**config.mk**
```make
export PLATFORM = sky130hd
export DESIGN_NAME = tuner_cfg_regs
export DESIGN_NICKNAME = d
export VERILOG_FILES = /design/src/hdl/pin_filter.v /design/src/hdl/probe_decode.v /design/src/hdl/tuner_cfg_regs.v
export VERILOG_INCLUDE_DIRS = /design/src /design/src/hdl
export SDC_FILE = /design/constraint.sdc
export NUM_CORES = 1
export LEC_CHECK = 0
export BUFFER_PORTS_ARGS = -buffer_cell sky130_fd_sc_hd__buf_4
export CAP_MARGIN = 25
export CORE_ASPECT_RATIO = 0.9
export CORE_MARGIN = 5
export CORE_UTILIZATION = 40
export DETAILED_ROUTE_END_ITERATION = 10
export PLACE_DENSITY = 0.59
export SLEW_MARGIN = 20
export SYNTH_ARGS = -nofsm -noshare
export SYNTH_HDL_FRONTEND = slang
export SYNTH_SLANG_ARGS = --single-unit
```
**constraint.sdc**
```tcl
create_clock -name clock_i -period 3.46 [get_ports clock_i]
set_input_delay 0.692 -clock clock_i [delete_from_list [all_inputs] [get_ports clock_i]]
set_output_delay 0.692 -clock clock_i [all_outputs]
set_load 0.02 [all_outputs]
```
**src/hdl/tuner_cfg_map.vh**
```
// offsets, field positions, reset values and timing counts of the config bank
`ifndef TUNER_CFG_MAP_VH
`define TUNER_CFG_MAP_VH

// ***************
// register offsets
// ***************
`define OFS_TEST_DIAG   8'h00
`define OFS_SYNTH_PUMP  8'h01
`define OFS_OSC_BAND    8'h02

// ***************
// reset values
// ***************
`define RST_TEST_DIAG   8'h10
`define RST_SYNTH_PUMP  8'hf1
`define RST_OSC_BAND    8'hd8

// ***************
// test_diag_config fields
// ***************
`define F_TRIM_HI       7
`define F_TRIM_LO       5
`define F_TRIM_SRC      4
`define F_MIX_DIS       3
`define F_PROBE_HI      2
`define F_PROBE_LO      0

// ***************
// synth_pump_config fields
// ***************
`define F_PUMP_HI       7
`define F_PUMP_LO       6
`define F_PUMP_AUTO     5
`define F_PB_EN         4
`define F_REF_PB        3
`define F_LO_PB         2
`define F_PUMP_TON      1
`define F_AUTOSEL       0

// ***************
// oscillator_band_config fields
// ***************
`define F_OSC_HI        7
`define F_OSC_LO        6
`define F_SUB_HI        5
`define F_SUB_LO        3
`define F_ADC_LATCH     2
`define F_ADC_READ      1
`define F_AS_CURRENT    0

// ***************
// probe select codes
// ***************
`define PROBE_NORMAL    3'h0
`define PROBE_SOURCE    3'h1
`define PROBE_SINK      3'h2
`define PROBE_HIZ       3'h3
`define PROBE_POWER_DETECT_OUTPUT    3'h4
`define PROBE_NDIV      3'h5
`define PROBE_RDIV      3'h6
`define PROBE_LO        3'h7

// ***************
// timing
// ***************
`define CLK_PERIOD_PS   5000
`define REF_PB_SHORT_NS 280
`define REF_PB_LONG_NS  650
`define LO_PB_SHORT_NS  500
`define LO_PB_LONG_NS   1000
`define REF_PB_SHORT_CYC ((`REF_PB_SHORT_NS * 1000) / `CLK_PERIOD_PS)
`define REF_PB_LONG_CYC  ((`REF_PB_LONG_NS * 1000) / `CLK_PERIOD_PS)
`define LO_PB_SHORT_CYC  ((`LO_PB_SHORT_NS * 1000) / `CLK_PERIOD_PS)
`define LO_PB_LONG_CYC   ((`LO_PB_LONG_NS * 1000) / `CLK_PERIOD_PS)

`endif

```
**src/hdl/pin_filter.v**
```verilog
// three-stage pin synchroniser with agreement filter
`timescale 1ns/1ps
`default_nettype none

module pin_filter
(
  input  wire clock_i,
  input  wire sys_rst_i,
  input  wire pin_i,
  output wire level_o
);

  reg s1_reg;
  reg s2_reg;
  reg s3_reg;
  reg level_reg;

  // ***************
  // sync and filter
  // ***************
  always @(posedge clock_i)
  begin
    if (sys_rst_i)
    begin
      s1_reg    <= 1'b1;
      s2_reg    <= 1'b1;
      s3_reg    <= 1'b1;
      level_reg <= 1'b1;
    end
    else
    begin
      s1_reg <= pin_i;
      s2_reg <= s1_reg;
      s3_reg <= s2_reg;
      if (s2_reg == s3_reg)
      begin
        level_reg <= s3_reg;
      end
    end
  end

  assign level_o = level_reg;

endmodule // pin_filter

`default_nettype wire

```
**src/hdl/probe_decode.v**
```verilog
// decodes the diagnostic probe code into registered one-hot controls
`timescale 1ns/1ps
`default_nettype none
`include "tuner_cfg_map.vh"

module probe_decode
(
  input  wire       clock_i,
  input  wire       sys_rst_i,
  input  wire [2:0] code_i,
  output reg        force_source_o,
  output reg        force_sink_o,
  output reg        force_hiz_o,
  output reg        power_detect_output_route_o,
  output reg        ndiv_route_o,
  output reg        rdiv_route_o,
  output reg        lo_route_o
);

  // ***************
  // decode
  // ***************
  always @(posedge clock_i)
  begin
    if (sys_rst_i)
    begin
      force_source_o <= 1'b0;
      force_sink_o   <= 1'b0;
      force_hiz_o    <= 1'b0;
      power_detect_output_route_o <= 1'b0;
      ndiv_route_o   <= 1'b0;
      rdiv_route_o   <= 1'b0;
      lo_route_o     <= 1'b0;
    end
    else
    begin
      force_source_o <= (code_i == `PROBE_SOURCE);
      force_sink_o   <= (code_i == `PROBE_SINK);
      force_hiz_o    <= (code_i == `PROBE_HIZ);
      power_detect_output_route_o <= (code_i == `PROBE_POWER_DETECT_OUTPUT);
      ndiv_route_o   <= (code_i == `PROBE_NDIV);
      rdiv_route_o   <= (code_i == `PROBE_RDIV);
      lo_route_o     <= (code_i == `PROBE_LO);
    end
  end

endmodule // probe_decode

`default_nettype wire

```
**src/hdl/tuner_cfg_regs.v**
```verilog
// two-wire slave with test, pump and oscillator configuration registers
// Behaviour
// - trim bits 7:5 set filter centre
// - bit 4 picks factory or manual trim
// - bit 3 disables quadrature mixers
// - probe codes 0-3: normal, source, sink, hiz
// - probe codes 4-7: power detect, dividers, lo
// - bits 7:6 choose pump current
// - bit 5 makes pump current automatic
// - bit 4 enables pump prebias
// - reference prebias 280 or 650 ns
// - lo prebias 500 or 1000 ns
// - bit 1 sets pump on-time
// - bit 0 runs oscillator autoselect
// - oscillator select, also search start
// - sub-band select, also search start
// - adc latch only without autoselect
// - adc read only without autoselect
// - bit 0 doubles autoselect time current
// - readable autoselect success status bit
`timescale 1ns/1ps
`default_nettype none
`include "tuner_cfg_map.vh"

module tuner_cfg_regs
#(
  parameter [6:0] DEV_ADDR = 7'h60 // arbitrary bus address
)
(
  input  wire       clock_i,
  input  wire       sys_rst_i,
  input  wire       scl_i,
  input  wire       sda_i,
  output wire       sda_o,
  output wire       sda_oe_n_o,
  input  wire       ref_prebias_start_i,
  input  wire       lo_prebias_start_i,
  input  wire       vco_search_busy_i,
  input  wire       vco_search_ok_i,
  input  wire [1:0] auto_pump_code_i,
  output wire [2:0] filter_center_trim_o,
  output wire       filter_trim_source_o,
  output wire       mixer_disable_o,
  output wire       pump_force_source_o,
  output wire       pump_force_sink_o,
  output wire       pump_force_hiz_o,
  output wire       power_detect_output_o,
  output wire       test_ndiv_route_o,
  output wire       test_rdiv_route_o,
  output wire       test_lo_route_o,
  output wire [1:0] pump_current_code_o,
  output wire       pump_current_auto_o,
  output wire       prebias_enable_o,
  output wire       ref_prebias_o,
  output wire       lo_prebias_o,
  output wire       pump_on_time_o,
  output wire       oscillator_autoselect_enable_o,
  output wire [1:0] oscillator_select_o,
  output wire [2:0] sub_band_select_o,
  output wire       tune_adc_latch_o,
  output wire       tune_adc_read_o,
  output wire       autoselect_time_current_o
);

  localparam [2:0] ST_IDLE = 3'h0;
  localparam [2:0] ST_ADDR = 3'h1;
  localparam [2:0] ST_ACK  = 3'h2;
  localparam [2:0] ST_WR   = 3'h3;
  localparam [2:0] ST_RD   = 3'h4;
  localparam [2:0] ST_RACK = 3'h5;

  localparam integer REF_SHORT = `REF_PB_SHORT_CYC;
  localparam integer REF_LONG  = `REF_PB_LONG_CYC;
  localparam integer LO_SHORT  = `LO_PB_SHORT_CYC;
  localparam integer LO_LONG   = `LO_PB_LONG_CYC;

  wire       scl_f;
  wire       sda_f;
  reg        scl_q_reg;
  reg        sda_q_reg;
  reg  [2:0] state_reg;
  reg  [3:0] bit_cnt_reg;
  reg  [7:0] shift_reg;
  reg  [7:0] tx_reg;
  reg  [7:0] ptr_reg;
  reg        ptr_valid_reg;
  reg        rw_reg;
  reg        mack_reg;
  reg        sda_oe_n_reg;
  reg        power_cycled_reg;
  reg  [7:0] test_diag_reg;
  reg  [7:0] synth_pump_reg;
  reg  [7:0] osc_band_reg;
  reg        adc_latch_reg;
  reg        adc_read_reg;
  reg        success_reg;
  reg  [1:0] pump_eff_reg;
  wire       start_cond;
  wire       stop_cond;
  wire       scl_rise;
  wire       scl_fall;
  wire [7:0] status_byte;
  wire       autosel;

  // ***************
  // pin synchronisers
  // ***************
  pin_filter scl_filter
  (
    .clock_i   (clock_i),
    .sys_rst_i (sys_rst_i),
    .pin_i     (scl_i),
    .level_o   (scl_f)
  );

  pin_filter sda_filter
  (
    .clock_i   (clock_i),
    .sys_rst_i (sys_rst_i),
    .pin_i     (sda_i),
    .level_o   (sda_f)
  );

  always @(posedge clock_i)
  begin
    if (sys_rst_i)
    begin
      scl_q_reg <= 1'b1;
      sda_q_reg <= 1'b1;
    end
    else
    begin
      scl_q_reg <= scl_f;
      sda_q_reg <= sda_f;
    end
  end

  assign start_cond = scl_f & scl_q_reg & sda_q_reg & ~sda_f;
  assign stop_cond  = scl_f & scl_q_reg & ~sda_q_reg & sda_f;
  assign scl_rise   = scl_f & ~scl_q_reg;
  assign scl_fall   = ~scl_f & scl_q_reg;

  // status byte: unused, pump code, power cycled, success, idle
  assign status_byte = {3'h0, pump_eff_reg, power_cycled_reg, success_reg,
                        ~vco_search_busy_i};

  // ***************
  // serial slave
  // ***************
  always @(posedge clock_i)
  begin
    if (sys_rst_i)
    begin
      state_reg        <= ST_IDLE;
      bit_cnt_reg      <= 4'h0;
      shift_reg        <= 8'h00;
      tx_reg           <= 8'h00;
      ptr_reg          <= 8'h00;
      ptr_valid_reg    <= 1'b0;
      rw_reg           <= 1'b0;
      mack_reg         <= 1'b0;
      sda_oe_n_reg     <= 1'b1;
      power_cycled_reg <= 1'b1;
      test_diag_reg    <= `RST_TEST_DIAG;
      synth_pump_reg   <= `RST_SYNTH_PUMP;
      osc_band_reg     <= `RST_OSC_BAND;
    end
    else if (start_cond)
    begin
      state_reg     <= ST_ADDR;
      bit_cnt_reg   <= 4'h0;
      ptr_valid_reg <= 1'b0;
      rw_reg        <= 1'b0;
      sda_oe_n_reg  <= 1'b1;
    end
    else if (stop_cond)
    begin
      state_reg    <= ST_IDLE;
      sda_oe_n_reg <= 1'b1;
      if (rw_reg)
      begin
        power_cycled_reg <= 1'b0;
      end
    end
    else
    begin
      case (state_reg)
        ST_ADDR, ST_WR:
        begin
          if (scl_rise)
          begin
            shift_reg   <= {shift_reg[6:0], sda_f};
            bit_cnt_reg <= bit_cnt_reg + 4'h1;
          end
          else if (scl_fall && bit_cnt_reg == 4'h8)
          begin
            if (state_reg == ST_ADDR)
            begin
              if (shift_reg[7:1] == DEV_ADDR)
              begin
                rw_reg       <= shift_reg[0];
                sda_oe_n_reg <= 1'b0;
                state_reg    <= ST_ACK;
              end
              else
              begin
                state_reg <= ST_IDLE;
              end
            end
            else
            begin
              sda_oe_n_reg <= 1'b0;
              state_reg    <= ST_ACK;
              if (!ptr_valid_reg)
              begin
                ptr_reg       <= shift_reg;
                ptr_valid_reg <= 1'b1;
              end
              else
              begin
                ptr_reg <= ptr_reg + 8'h01;
                if (ptr_reg == `OFS_TEST_DIAG)
                begin
                  test_diag_reg <= shift_reg;
                end
                else if (ptr_reg == `OFS_SYNTH_PUMP)
                begin
                  synth_pump_reg <= shift_reg;
                end
                else if (ptr_reg == `OFS_OSC_BAND)
                begin
                  osc_band_reg <= shift_reg;
                end
              end
            end
          end
        end
        ST_ACK:
        begin
          if (scl_fall)
          begin
            bit_cnt_reg <= 4'h0;
            if (rw_reg)
            begin
              tx_reg       <= status_byte;
              sda_oe_n_reg <= status_byte[7];
              state_reg    <= ST_RD;
            end
            else
            begin
              sda_oe_n_reg <= 1'b1;
              state_reg    <= ST_WR;
            end
          end
        end
        ST_RD:
        begin
          if (scl_fall)
          begin
            bit_cnt_reg <= bit_cnt_reg + 4'h1;
            if (bit_cnt_reg == 4'h7)
            begin
              sda_oe_n_reg <= 1'b1;
              state_reg    <= ST_RACK;
            end
            else
            begin
              tx_reg       <= {tx_reg[6:0], 1'b0};
              sda_oe_n_reg <= tx_reg[6];
            end
          end
        end
        ST_RACK:
        begin
          if (scl_rise)
          begin
            mack_reg <= ~sda_f;
          end
          else if (scl_fall)
          begin
            bit_cnt_reg <= 4'h0;
            if (mack_reg)
            begin
              tx_reg       <= status_byte;
              sda_oe_n_reg <= status_byte[7];
              state_reg    <= ST_RD;
            end
            else
            begin
              state_reg <= ST_IDLE;
            end
          end
        end
        default:
        begin
          sda_oe_n_reg <= 1'b1;
        end
      endcase
    end
  end

  // ***************
  // derived controls
  // ***************
  assign autosel = synth_pump_reg[`F_AUTOSEL];

  always @(posedge clock_i)
  begin
    if (sys_rst_i)
    begin
      adc_latch_reg <= 1'b0;
      adc_read_reg  <= 1'b0;
      success_reg   <= 1'b0;
      pump_eff_reg  <= 2'h0;
    end
    else
    begin
      adc_latch_reg <= ~autosel & osc_band_reg[`F_ADC_LATCH];
      adc_read_reg  <= ~autosel & osc_band_reg[`F_ADC_READ];
      success_reg   <= autosel & ~vco_search_busy_i & vco_search_ok_i;
      if (synth_pump_reg[`F_PUMP_AUTO])
      begin
        pump_eff_reg <= auto_pump_code_i;
      end
      else
      begin
        pump_eff_reg <= synth_pump_reg[`F_PUMP_HI:`F_PUMP_LO];
      end
    end
  end

  // ***************
  // prebias timers
  // ***************
  genvar gi;
  generate
    for (gi = 0; gi < 2; gi = gi + 1)
    begin : g_pb
      wire       go;
      wire [7:0] len;
      reg  [7:0] cnt_reg;
      reg        active_reg;
      if (gi == 0)
      begin : g_ref
        assign go  = ref_prebias_start_i;
        assign len = synth_pump_reg[`F_REF_PB] ? REF_LONG[7:0] : REF_SHORT[7:0];
      end
      else
      begin : g_lo
        assign go  = lo_prebias_start_i;
        assign len = synth_pump_reg[`F_LO_PB] ? LO_LONG[7:0] : LO_SHORT[7:0];
      end
      always @(posedge clock_i)
      begin
        if (sys_rst_i)
        begin
          cnt_reg    <= 8'h00;
          active_reg <= 1'b0;
        end
        else if (go && synth_pump_reg[`F_PB_EN])
        begin
          cnt_reg    <= len - 8'h01;
          active_reg <= 1'b1;
        end
        else if (cnt_reg != 8'h00)
        begin
          cnt_reg <= cnt_reg - 8'h01;
        end
        else
        begin
          active_reg <= 1'b0;
        end
      end
    end
  endgenerate

  // ***************
  // diagnostic decode
  // ***************
  probe_decode probe
  (
    .clock_i        (clock_i),
    .sys_rst_i      (sys_rst_i),
    .code_i         (test_diag_reg[`F_PROBE_HI:`F_PROBE_LO]),
    .force_source_o (pump_force_source_o),
    .force_sink_o   (pump_force_sink_o),
    .force_hiz_o    (pump_force_hiz_o),
    .power_detect_output_route_o (power_detect_output_o),
    .ndiv_route_o   (test_ndiv_route_o),
    .rdiv_route_o   (test_rdiv_route_o),
    .lo_route_o     (test_lo_route_o)
  );

  // ***************
  // outputs
  // ***************
  assign sda_o                          = 1'b0;
  assign sda_oe_n_o                     = sda_oe_n_reg;
  assign filter_center_trim_o           = test_diag_reg[`F_TRIM_HI:`F_TRIM_LO];
  assign filter_trim_source_o           = test_diag_reg[`F_TRIM_SRC];
  assign mixer_disable_o                = test_diag_reg[`F_MIX_DIS];
  assign pump_current_code_o            = pump_eff_reg;
  assign pump_current_auto_o            = synth_pump_reg[`F_PUMP_AUTO];
  assign prebias_enable_o               = synth_pump_reg[`F_PB_EN];
  assign ref_prebias_o                  = g_pb[0].active_reg;
  assign lo_prebias_o                   = g_pb[1].active_reg;
  assign pump_on_time_o                 = synth_pump_reg[`F_PUMP_TON];
  assign oscillator_autoselect_enable_o = autosel;
  assign oscillator_select_o            = osc_band_reg[`F_OSC_HI:`F_OSC_LO];
  assign sub_band_select_o              = osc_band_reg[`F_SUB_HI:`F_SUB_LO];
  assign tune_adc_latch_o               = adc_latch_reg;
  assign tune_adc_read_o                = adc_read_reg;
  assign autoselect_time_current_o      = osc_band_reg[`F_AS_CURRENT];

endmodule // tuner_cfg_regs

`default_nettype wire
```
==> metrics.md, run 1 <==
| Metric | Value |
|---|---|
| Row count | `36` |
| Req. time, crit path | `between 3 and 4 ns` |
| Ys flop type | `dfxtp_1` |
| Asr flop ratio synth | `0%` |
| Die ar. | `~13,000 um2` |
| Fin Setup TNS | `0 ns` |
| DRT Wirelength | `between 9 and 10 mm` |
| Flop pwr share | `approximately half` |
| Total Routing Usage GR | `roughly 15%` |
| Comb pwr share | `approximately 7.4%` |
| H-tree depth | `3` |
| Vias in the first global route | `between 3,000 and 4,000` |
| Clk sinks | `99` |
| Pwr dens | `around 490 nW/um2` |
| Commonest cells after routing, fill and taps aside | `99 x dfxtp_1, 60 x nand2_1, 50 x nor2_1, 39 x buf_4, 30 x a21oi_1` |
| # IOs | `40` |
| GR Util met1 | `a little over a fifth` |
| Number of synthesized flops with an enable pin | `0` |
| Worst Setup End Kind | `flip-flop` |
| Initial core utilization | `~40%` |
| Antenna violations before repair | `0` |
| Number of max-cap violations | `0` |
| RSZ-0062 raised after global routing | `false` |
| Crit-path max FO | `13` |
| Critical path class | `reg2reg` |
| Die height | `109 um` |
| Deepest clock path buffer count | `2` |
| Max VDD drop | `approximately 0.26 mV` |
| Area grow syn2layout | `12.9%` |
| Cell Chain, Critical Path | `and2b_1, and4_2, nand4_1, mux2i_1, nor2_1` |
| Clk pin slew, worst setup/hold paths | `0.06 ns` |
| DRT iter0 DRCs | `252` |
| Most common cell after layout, fill and taps aside | `dfxtp_1` |
| Clock share of power | `a little over two fifths` |
| Status | `completed` |
| Total net switching power | `between 500 and 600 uW` |
| Most Used Layer, Global Route | `met2` |
| Detail Placement HPWL | `~6.5 mm` |
| Initial DRT Pass Iterations | `5` |
| Max Freq | `0.432 GHz` |
| Fin crit share | `between 60% and 70%` |
| Crit-path slowest cell | `dfxtp_1` |
| Cts hold-fix bufs | `0` |
| Post-CTS Setup Repair Bufs | `0` |
| Leak | `between 1.5 and 2 nW` |
| Routability Congestion | `around 0.80` |
| Netlist cell types | `63` |
| Register area share after synthesis | `approximately 46%` |
| Worst skew pair latency | `approximately 0.34 ns` |
| TritonCTS clock tree | `yes` |
| Grt ovf | `0` |
| Mean Syn Cell Area | `between 8 and 9 um2` |
| HP Class | `reg2reg` |
| Int Pwr | `approximately 1.8 mW` |
| Resize count post-CTS | `0` |
| Diode count | `0` |
| Inserted Clock Buffers | `9` |
| Final ANT Viol Nets | `0` |
| Largest net degree at the start of global routing | `61` |
| Clock Tree Root | `clkbuf_16` |
| Final setup viols | `0` |
| Avg Vias per Cell | `5.32` |
| WL/cell | `between 10 and 15 um` |
| Yosys reg bits | `roughly 100` |
| Via Count | `~3,400` |
| Core Area | `about 11,000 um2` |
| DRC Markers | `0` |
| Area after DPL | `approximately 4600 um2` |
| PortBufs | `38` |
| Met3 usage | `approximately 3.8%` |
| Final Core Density | `between 40% and 50%` |
| Final WS setup | `around 1.1 ns` |
| Dpl ws | `0.982 ns` |
| Final Hold Fails | `0` |
| Slew HR | `between 40% and 50%` |
| Crit start category | `flip-flop` |
| Synthesized cell area | `about 4300 um2` |
| Nets | `521` |
| Die X | `120 um` |
| Max reg flops | `16` |
| First-pass GRT wire length | `around 16 mm` |
| CP max stage delay | `slightly below 0.6 ns` |
| Mapped Cells | `between 400 and 500` |
| Slew Viols, Final | `0` |
| Crit path DAT | `~2.5 ns` |
| Crit path time final | `around 2.3 ns` |
| Synth Warn # | `0` |
| Final instance area | `a little under 5000 um2` |
| Sw Ratio | `about 23%` |
| Layout cells sized above 1 | `between 10% and 20%` |
| Met2 Use GR | `between 20% and 30%` |
| Slew @ Worst Pin | `0.797 ns` |
| Synth Net Count | `about 500` |
| Final Skew | `~0.0043 ns` |
| Hold WS | `~0.4 ns` |
-- power by group through the flow --
stage / combinational [mW] / clock (mW) / sequential, mW
after global placement: 0.174 / 0 / 1.23
after global routing: 0.198 / 1.09 / 1.21
final: 0.177 / 1.01 / 1.20
after CTS: 0.177 / 1.04 / 1.20
after detailed placement: 0.176 / 0 / 1.23
after floorplan: 0.140 / 0 / 1.22
-- final timing paths --
kind	depth (start not counted)	to	startpoint	slack, ns
setup reg to reg	5	osc_band_reg[2]	state_reg[0]	1.14
hold / removal	1	sda_filter.s2_reg	sda_filter.s1_reg	0.41
setup / recovery	5	osc_band_reg[2]	state_reg[0]	1.14
hold reg to reg	1	sda_filter.s2_reg	sda_filter.s1_reg	0.41
-- routing by layer --
metal  vias to the layer above  part of all wire [%]
met4                         0                   1.2
met5                         -                     0
met1                      1596                    51
met3                         7                   3.9
li1                       1736                     -
met2                        68                    44
-- Yosys cell counts (3+ instances only) --
cell type  instances  area share [%]
a31oi_1            7             1.0
nand2b_1           8             1.2
a22oi_1            6             1.0
xnor2_1            6             1.2
and2_1             6            0.87
nor3_1            15             1.7
inv_1             14             1.2
buf_2              4            0.46
o211ai_1           8             1.4
a211oi_1           9             1.6
dfxtp_1           99              46
buf_4              7             1.2
or2_2             10             1.4
buf_6              4             1.0
o22ai_1            5            0.72
ha_1               8             2.3
nor2_1            50             4.3
o21ai_0           12             1.4
nor2b_1            5            0.72
nor4_1             3            0.43
o41ai_1            3            0.61
a21oi_1           30             3.5
nand4_1            6            0.87
or3_1              3            0.43
clkbuf_1          13             1.1
xor2_1             3            0.61
nand3_1           10             1.2
nand2_1           60             5.2
mux2i_1           29             6.7
-- cell families after synthesis --
logic type	synth area share [%]
AOI/OAI and AO/OA	14.4
adders and majority gates	2.31
muxes	7.22
other	0.0866
xor gates and xnor gates	1.82
DFF	45.8
buffers and inverters	5.92
and+or+nand+nor	22.4
-- metrics by stage --
step	total power, mW	instances
global route	2.50	641
detailed placement	1.41	625
floorplan	1.36	485
finish	2.39	641
CTS	2.42	641
global placement	1.40	625
-- critical path: cells and delay by family, from the launching register on --
kind	cells	cell delay (ns)
muxes	1	0.33
and+or+nand+nor	4	1.26
DFF	1	0.58
-- final cells by class --
class                      instances  area (um2)
fill                            1055        5830
tap                              133         166
sequential                        99        1980
timing repair buffer              39         293
clock inverter                     4        48.8
clock buffer                      12         256
multi-input combinational        340        2090
inverter                          14        52.6
No activity file was read; power rests on OpenSTA's default activity.
==> inputs of run 2 (changes only) <==
Settings changed: PLACE_DENSITY 0.59 to 0.62.
Clock period 3.46 ns to 1.95 ns, I/O delays scaled along.
==> run 2 against run 1 <==
  * Global-route usage grew 0.51 points
  * Wire length grew 3.5%
  * Sequential share of layout area shrank 1.9 points
  * Clock power grew 86%
  * Final area grew 5.2%
  * Fmax grew 28%
  * Worst hold slack lost 0.19 ns
  * Register-to-register slack lost 1.0 ns
  * Sequential power grew 77%
  * Core utilization grew 2.4 points
  * Final cell count grew 4.8%
==> metrics.md, run 2 (same netlist as run 1, synthesis figures left out) <==
| Metric | Value |
|---|---|
| Detail Placement HPWL | `6.99 mm (+6.9%)` |
| Max reg flops | `16 (unchanged)` |
| Max Freq | `0.553 GHz (+28%)` |
| Final setup viols | `0 (unchanged)` |
| Deepest clock path buffer count | `2 (unchanged)` |
| Fin crit share | `92.8% (+26 points)` |
| Crit-path slowest cell | `or4_4` |
| Multi-input gate area | `2100 um2 (+0.42%)` |
| Diode count | `0 (unchanged)` |
| Initial core utilization | `40.4% (unchanged)` |
| Routability Congestion | `0.849 (+6.7%)` |
| Status | `completed` |
| Grt ovf | `0 (unchanged)` |
| DRC Markers | `0 (unchanged)` |
| # IOs | `40 (unchanged)` |
| R2R Path Start | `ptr_reg[2]` |
| Area grow syn2layout | `18.8%` |
| Register area | `1990 um2 (+0.19%)` |
| Post-Layout Cell Count | `672 (+4.8%)` |
| Clock Tree Root | `clkbuf_16` |
| Crit-path max FO | `10 (-3)` |
| Cts hold-fix bufs | `0 (unchanged)` |
| PortBufs | `38 (unchanged)` |
| Inserted Clock Buffers | `9 (unchanged)` |
| Slew @ Worst Pin | `0.825 ns (+0.0282 ns)` |
| Pwr dens | `848 nW/um2 (+74%)` |
| Worst setup path start | `ptr_reg[2]` |
| Crit path DAT | `2.05 ns (-0.48 ns)` |
| Row count | `36 (unchanged)` |
| Final Hold Fails | `0 (unchanged)` |
| Max VDD drop | `0.502 mV (+93%)` |
| Post-CTS Setup Repair Bufs | `0 (unchanged)` |
| WL/cell | `14.5 um (-1.2%)` |
| Die height | `109 um (unchanged)` |
| Nets | `552 (+6.0%)` |
| Core Area | `10,700 um2 (unchanged)` |
| Largest net degree at the start of global routing | `33 (-46%)` |
| Resize count post-CTS | `0 (unchanged)` |
| Initial DRT Pass Iterations | `5 (unchanged)` |
| H-tree depth | `3 (unchanged)` |
| Critical path class | `reg2reg` |
| Req. time, crit path | `2.19 ns (-1.48 ns)` |
| Dpl ws | `0.0368 ns (-0.945 ns)` |
| Avg Vias per Cell | `5.22 (-1.7%)` |
| Hold_sp | `vco_search_busy_i` |
| Die X | `120 um (unchanged)` |
| Slew HR | `44.4% (-1.1 points)` |
| Crit path time final | `1.81 ns (-0.509 ns)` |
| Via Count | `3,510 (+3.0%)` |
| Number of max-cap violations | `0 (unchanged)` |
| Clk pin slew, worst setup/hold paths | `0.07 ns (about the same)` |
| RSZ-0062 raised after global routing | `false` |
| Worst Setup End Kind | `flip-flop` |
| FILL cells | `1,034 (-2.0%)` |
| Vias in the first global route | `3,280 (+4.0%)` |
| Fin Setup TNS | `0 ns (unchanged)` |
| Commonest cells after routing, fill and taps aside | `96 x dfxtp_1, 70 x buf_4, 60 x nand2_1, 50 x nor2_1, 30 x a21oi_1` |
| Crit-path leading delay family | `simple AND/OR/NAND/NOR gates` |
| Clk sinks | `99 (unchanged)` |
| CP max stage delay | `0.54 ns (-0.04 ns)` |
| Final Core Density | `48.0% (+2.4 points)` |
| Leak | `2.15 nW (+8.0%)` |
| Total Routing Usage GR | `15.6% (+0.51 points)` |
| Final ANT Viol Nets | `0 (unchanged)` |
| Final Skew | `0.00685 ns (+0.00250 ns)` |
| Cell Chain, Critical Path | `or4_4, nor4_4, nand4_1, buf_4, mux2i_1, nand2_1` |
| TritonCTS clock tree | `yes` |
| Worst skew pair latency | `0.35 ns (about the same)` |
| Crit start category | `flip-flop` |
| Placed cell count | `656 (+5.0%)` |
| Buf/Inv on CP | `1 (+1)` |
| HP Class | `in2reg` |
| Slew Viols, Final | `0 (unchanged)` |
| DRT Wirelength | `9.74 mm (+3.5%)` |
| Most common cell after layout, fill and taps aside | `dfxtp_1` |
| DRT iter0 DRCs | `230 (-8.7%)` |
| Final WS setup | `0.141 ns (-1.00 ns)` |
| Antenna violations before repair | `0 (unchanged)` |
| Die ar. | `13,000 um2 (unchanged)` |
| First-pass GRT wire length | `16.3 mm (+3.8%)` |
| Layout cells sized above 1 | `20.6% (+5.8 points)` |
run 2: area by class of cell:
cell class	count	share of cell area [%]
clock buffers	10	4.64
clock inverters	6	1.48
inverters	14	1.02
multi-input cells	340	40.8
flip-flops and latches	99	38.6
well taps	133	3.23
repair buffers	70	10.2
run 2: layer usage:
metal	routed length, um	share of wire, %	track usage (%)
met1	4910	50	21.8
met2	4260	44	24.0
met3	476	4.9	4.67
met4	89	0.91	3.52
met5	0	0	0
run 2: final timing paths:
check                           end  slack [ns]  cells past startpoint
setup / recovery    osc_band_reg[3]        0.14                      6
hold / removal          success_reg        0.22                      2
setup reg to reg    osc_band_reg[3]        0.14                      6
hold reg to reg   scl_filter.s2_reg        0.41                      1
run 2: power by group:
group	total (mW)	internal, mW	switching [mW]
sequential	2.12	2.08	0.0471
combinational	0.365	0.167	0.199
clock	1.88	1.06	0.821
total	4.36	3.30	1.07
run 2: through the flow:
step | power [mW] | hold slack [ns] | instance area, um2
after floorplan | 2.42 | 0.389 | 4330
after global placement | 2.52 | 0.393 | 4820
after detailed placement | 2.53 | 0.395 | 4820
after CTS | 4.40 | 0.213 | 5130
after global routing | 4.54 | 0.213 | 5150
final | 4.36 | 0.223 | 5150
run 2: worst register-to-register path: stages (launching register included):
cell	delay [ns]
dfxtp_1	0.31
or4_4	0.54
nor4_4	0.22
nand4_1	0.21
buf_4	0.22
mux2i_1	0.15
nand2_1	0.06
==> inputs of run 3 (changes only) <==
Settings changed: ABC_AREA from default to 1, PLACE_DENSITY 0.62 to 0.61, SYNTH_HIERARCHICAL from default to 1.
==> run 3 against run 2 <==
  * Via count rose by 13%
  * Fmax increased by 3.5%
  * Clock-buffer cell count is the same
  * Core utilization down 1.6 points
  * Worst setup slack improved by 0.061 ns
  * Critical path type unchanged
  * Sequential cell count unchanged
  * Synthesized cell count up 34%
  * Global-route usage is 0.22 points lower
  * Synthesized area is 5.7% higher
  * Power rose by 2.2%
  * First-iteration DRC count rose by 50%
  * Wire length up 2.6%
==> metrics.md, run 3 <==
| Metric | Value |
|---|---|
| Status | `completed` |
| Grt ovf | `0 (unchanged)` |
| Area after DPL | `4960 um2 (+3.0%)` |
| Worst Setup End Kind | `flip-flop` |
| DRT iter0 DRCs | `344 (+50%)` |
| Cell Chain, Critical Path | `nand2_1, inv_4, nand2_1, o21ai_1, ha_1, inv_1, nor2_1, nand3_1, nor2_2, nand2_1, nand2_1, nor2_1` |
| Worst skew pair latency | `0.33 ns (-0.02 ns)` |
| Fin Setup TNS | `0 ns (unchanged)` |
| Row count | `37 (+2.8%)` |
| Mean Syn Cell Area | `7.06 um2 (-21%)` |
| PortBufs | `38 (unchanged)` |
| TritonCTS clock tree | `yes` |
| DRC Markers | `0 (unchanged)` |
| Total Routing Usage GR | `15.4% (-0.22 points)` |
| Number of synthesized flops with an enable pin | `0 (unchanged)` |
| # IOs | `40 (unchanged)` |
| Commonest cells after routing, fill and taps aside | `147 x nand2_1, 100 x nor2_1, 99 x dfxtp_1, 71 x inv_1` |
| Avg Vias per Cell | `4.73 (-9.4%)` |
| Post-CTS Setup Repair Bufs | `0 (unchanged)` |
| Most common cell after layout, fill and taps aside | `nand2_1` |
| Asr flop ratio synth | `0% (unchanged)` |
| Int Pwr | `3.21 mW (-2.6%)` |
| Final Hold Fails | `0 (unchanged)` |
| Leak | `2.45 nW (+14%)` |
| Max VDD drop | `0.392 mV (-22%)` |
| Yosys reg bits | `99 (unchanged)` |
| Initial DRT Pass Iterations | `5 (unchanged)` |
| HP Class | `in2reg` |
| Routability Congestion | `0.894 (+5.3%)` |
| Largest cells by area after synthesis | `dfxtp_1 43%, nand2_1 12%, nor2_1 8.3%` |
| Req. time, crit path | `2.18 ns (about the same)` |
| Via Count | `3,980 (+13%)` |
| Sw Ratio | `28.0% (+3.5 points)` |
| Total net switching power | `1.25 mW (+17%)` |
| Pwr Total | `4.46 mW (+2.2%)` |
| H-tree depth | `3 (unchanged)` |
| Slew Viols, Final | `0 (unchanged)` |
| Clk pin slew, worst setup/hold paths | `0.07 ns (about the same)` |
| Area grow syn2layout | `14.5%` |
| Die ar. | `13,700 um2 (+5.2%)` |
| Critical path class | `reg2reg` |
| Synthesized cell area | `4580 um2 (+5.7%)` |
| Max Freq | `0.572 GHz (+3.5%)` |
| Flop pwr share | `48.6% (about the same)` |
| Hold WS | `0.219 ns (-0.00371 ns)` |
| Final ANT Viol Nets | `0 (unchanged)` |
| Max reg flops | `16 (unchanged)` |
| Layout cells sized above 1 | `15.8% (-4.8 points)` |
| Final setup viols | `0 (unchanged)` |
| Register area share after synthesis | `43.3% (-2.5 points)` |
| DRT Wirelength | `9.99 mm (+2.6%)` |
| Detail Placement HPWL | `7.24 mm (+3.5%)` |
| Pwr dens | `851 nW/um2 (+0.34%)` |
| Crit start category | `flip-flop` |
| Clock share of power | `36.3% (-6.7 points)` |
| Die X | `123 um (+2.6%)` |
| Synth Net Count | `666 (+32%)` |
| Cts hold-fix bufs | `0 (unchanged)` |
| Crit-path slowest cell | `dfxtp_1` |
| Largest net degree at the start of global routing | `60 (+82%)` |
| Comb pwr share | `15.1% (+6.7 points)` |
| Antenna violations before repair | `0 (unchanged)` |
| Diode count | `0 (unchanged)` |
| Cell mode on critical path | `nand2_1` |
| Final Skew | `0.00632 ns (-0.000526 ns)` |
| Number of max-cap violations | `0 (unchanged)` |
| Resize count post-CTS | `0 (unchanged)` |
| Post-synth top cells | `147 x nand2_1, 101 x nor2_1, 99 x dfxtp_1` |
| Top-area cell type share of the netlist area | `43.3% (-2.5 points)` |
| Crit path time final | `1.75 ns (-0.0610 ns)` |
| Nets | `698 (+26%)` |
| Clock Tree Root | `clkbuf_16` |
| Clk sinks | `99 (unchanged)` |
| Deepest clock path buffer count | `2 (unchanged)` |
| Mapped Cells | `648 (+34%)` |
| WL/cell | `11.9 um (-18%)` |
| Core Area | `11,300 um2 (+5.4%)` |
| Final instance area | `5240 um2 (+1.8%)` |
| Post-synth top area cell | `dfxtp_1` |
| FILL cells | `1,179 (+14%)` |
| CP max stage delay | `0.39 ns (-0.15 ns)` |
| Synth Warn # | `6 (+6)` |
| First-pass GRT wire length | `17.4 mm (+6.5%)` |
| Most numerous cell in the Yosys netlist | `nand2_1` |
| Vias in the first global route | `3,724 (+14%)` |
| Inserted Clock Buffers | `9 (unchanged)` |
| Netlist cell types | `33 (-48%)` |
| Die height | `111 um (+2.5%)` |
| Ys flop type | `dfxtp_1` |
| Initial core utilization | `40.5% (+0.12 points)` |
| RSZ-0062 raised after global routing | `false` |
| Crit-path max FO | `12 (+2)` |
| Crit path DAT | `1.98 ns (-0.07 ns)` |
| Fin crit share | `89.6% (-3.1 points)` |
run 3: critical path: cells and delay by family (launching register included):
family          cells  cell delay [ns]
simple gates        8             0.78
fa+ha+maj           1             0.19
flops               1             0.39
compound gates      1             0.11
buf+inv             2             0.16
run 3: final timing paths:
path	from	end	slack, ns	cells past startpoint
setup / recovery	synth_pump_reg[4]	g_pb[0].cnt_reg[6]	0.20	12
hold reg to reg	scl_filter/s1_reg	scl_filter/s2_reg	0.41	1
setup reg to reg	synth_pump_reg[4]	g_pb[0].cnt_reg[6]	0.20	12
hold / removal	vco_search_busy_i	success_reg	0.22	2
run 3: metrics by stage:
stage | cells | utilization (%) | setup WS (ns)
after detailed placement | 825 | 44.0 | 0.132
final | 841 | 46.4 | 0.202
after CTS | 841 | 46.3 | 0.170
after floorplan | 648 | - | 0.178
after global placement | 825 | 44.0 | 0.190
after global routing | 841 | 46.4 | 0.00833
run 3: layer usage:
| layer | vias up | track usage [%] | routed length [um] |
|---|---|---|---|
| met5 | - | 0 | 0 |
| met4 | 0 | 3.51 | 112 |
| met3 | 15 | 3.50 | 500 |
| met2 | 77 | 23.5 | 4440 |
| met1 | 1798 | 22.0 | 4940 |
| li1 | 2090 | - | - |
run 3: logic make-up after synthesis:
kind of cell / after synthesis / synth area share [%]
AOI/OAI and AO/OA: 85 / 9.81
xor gates and xnor gates: 7 / 1.34
adders and majority gates: 8 / 2.19
buffers and inverters: 102 / 9.81
DFF: 99 / 43.3
other: 1 / 0.0819
and+or+nand+nor: 346 / 33.5
run 3: area by class of cell:
cell class / instances / area [um2] / area share [%]
multi-input combinational: 447 / 2150 / 41.0
sequential: 99 / 1980 / 37.8
timing repair buffer: 44 / 343 / 6.54
inverter: 79 / 302 / 5.75
clock buffer: 10 / 229 / 4.37
tap: 156 / 195 / 3.72
clock inverter: 6 / 41.3 / 0.788
run 3: power groups by stage:
stage / registers [mW] / logic [mW] / clock network [mW]
floorplan: 2.22 / 0.497 / 0
global placement: 2.21 / 0.654 / 0
detailed placement: 2.21 / 0.665 / 0
CTS: 2.17 / 0.669 / 1.67
global route: 2.18 / 0.767 / 1.75
finish: 2.17 / 0.672 / 1.62
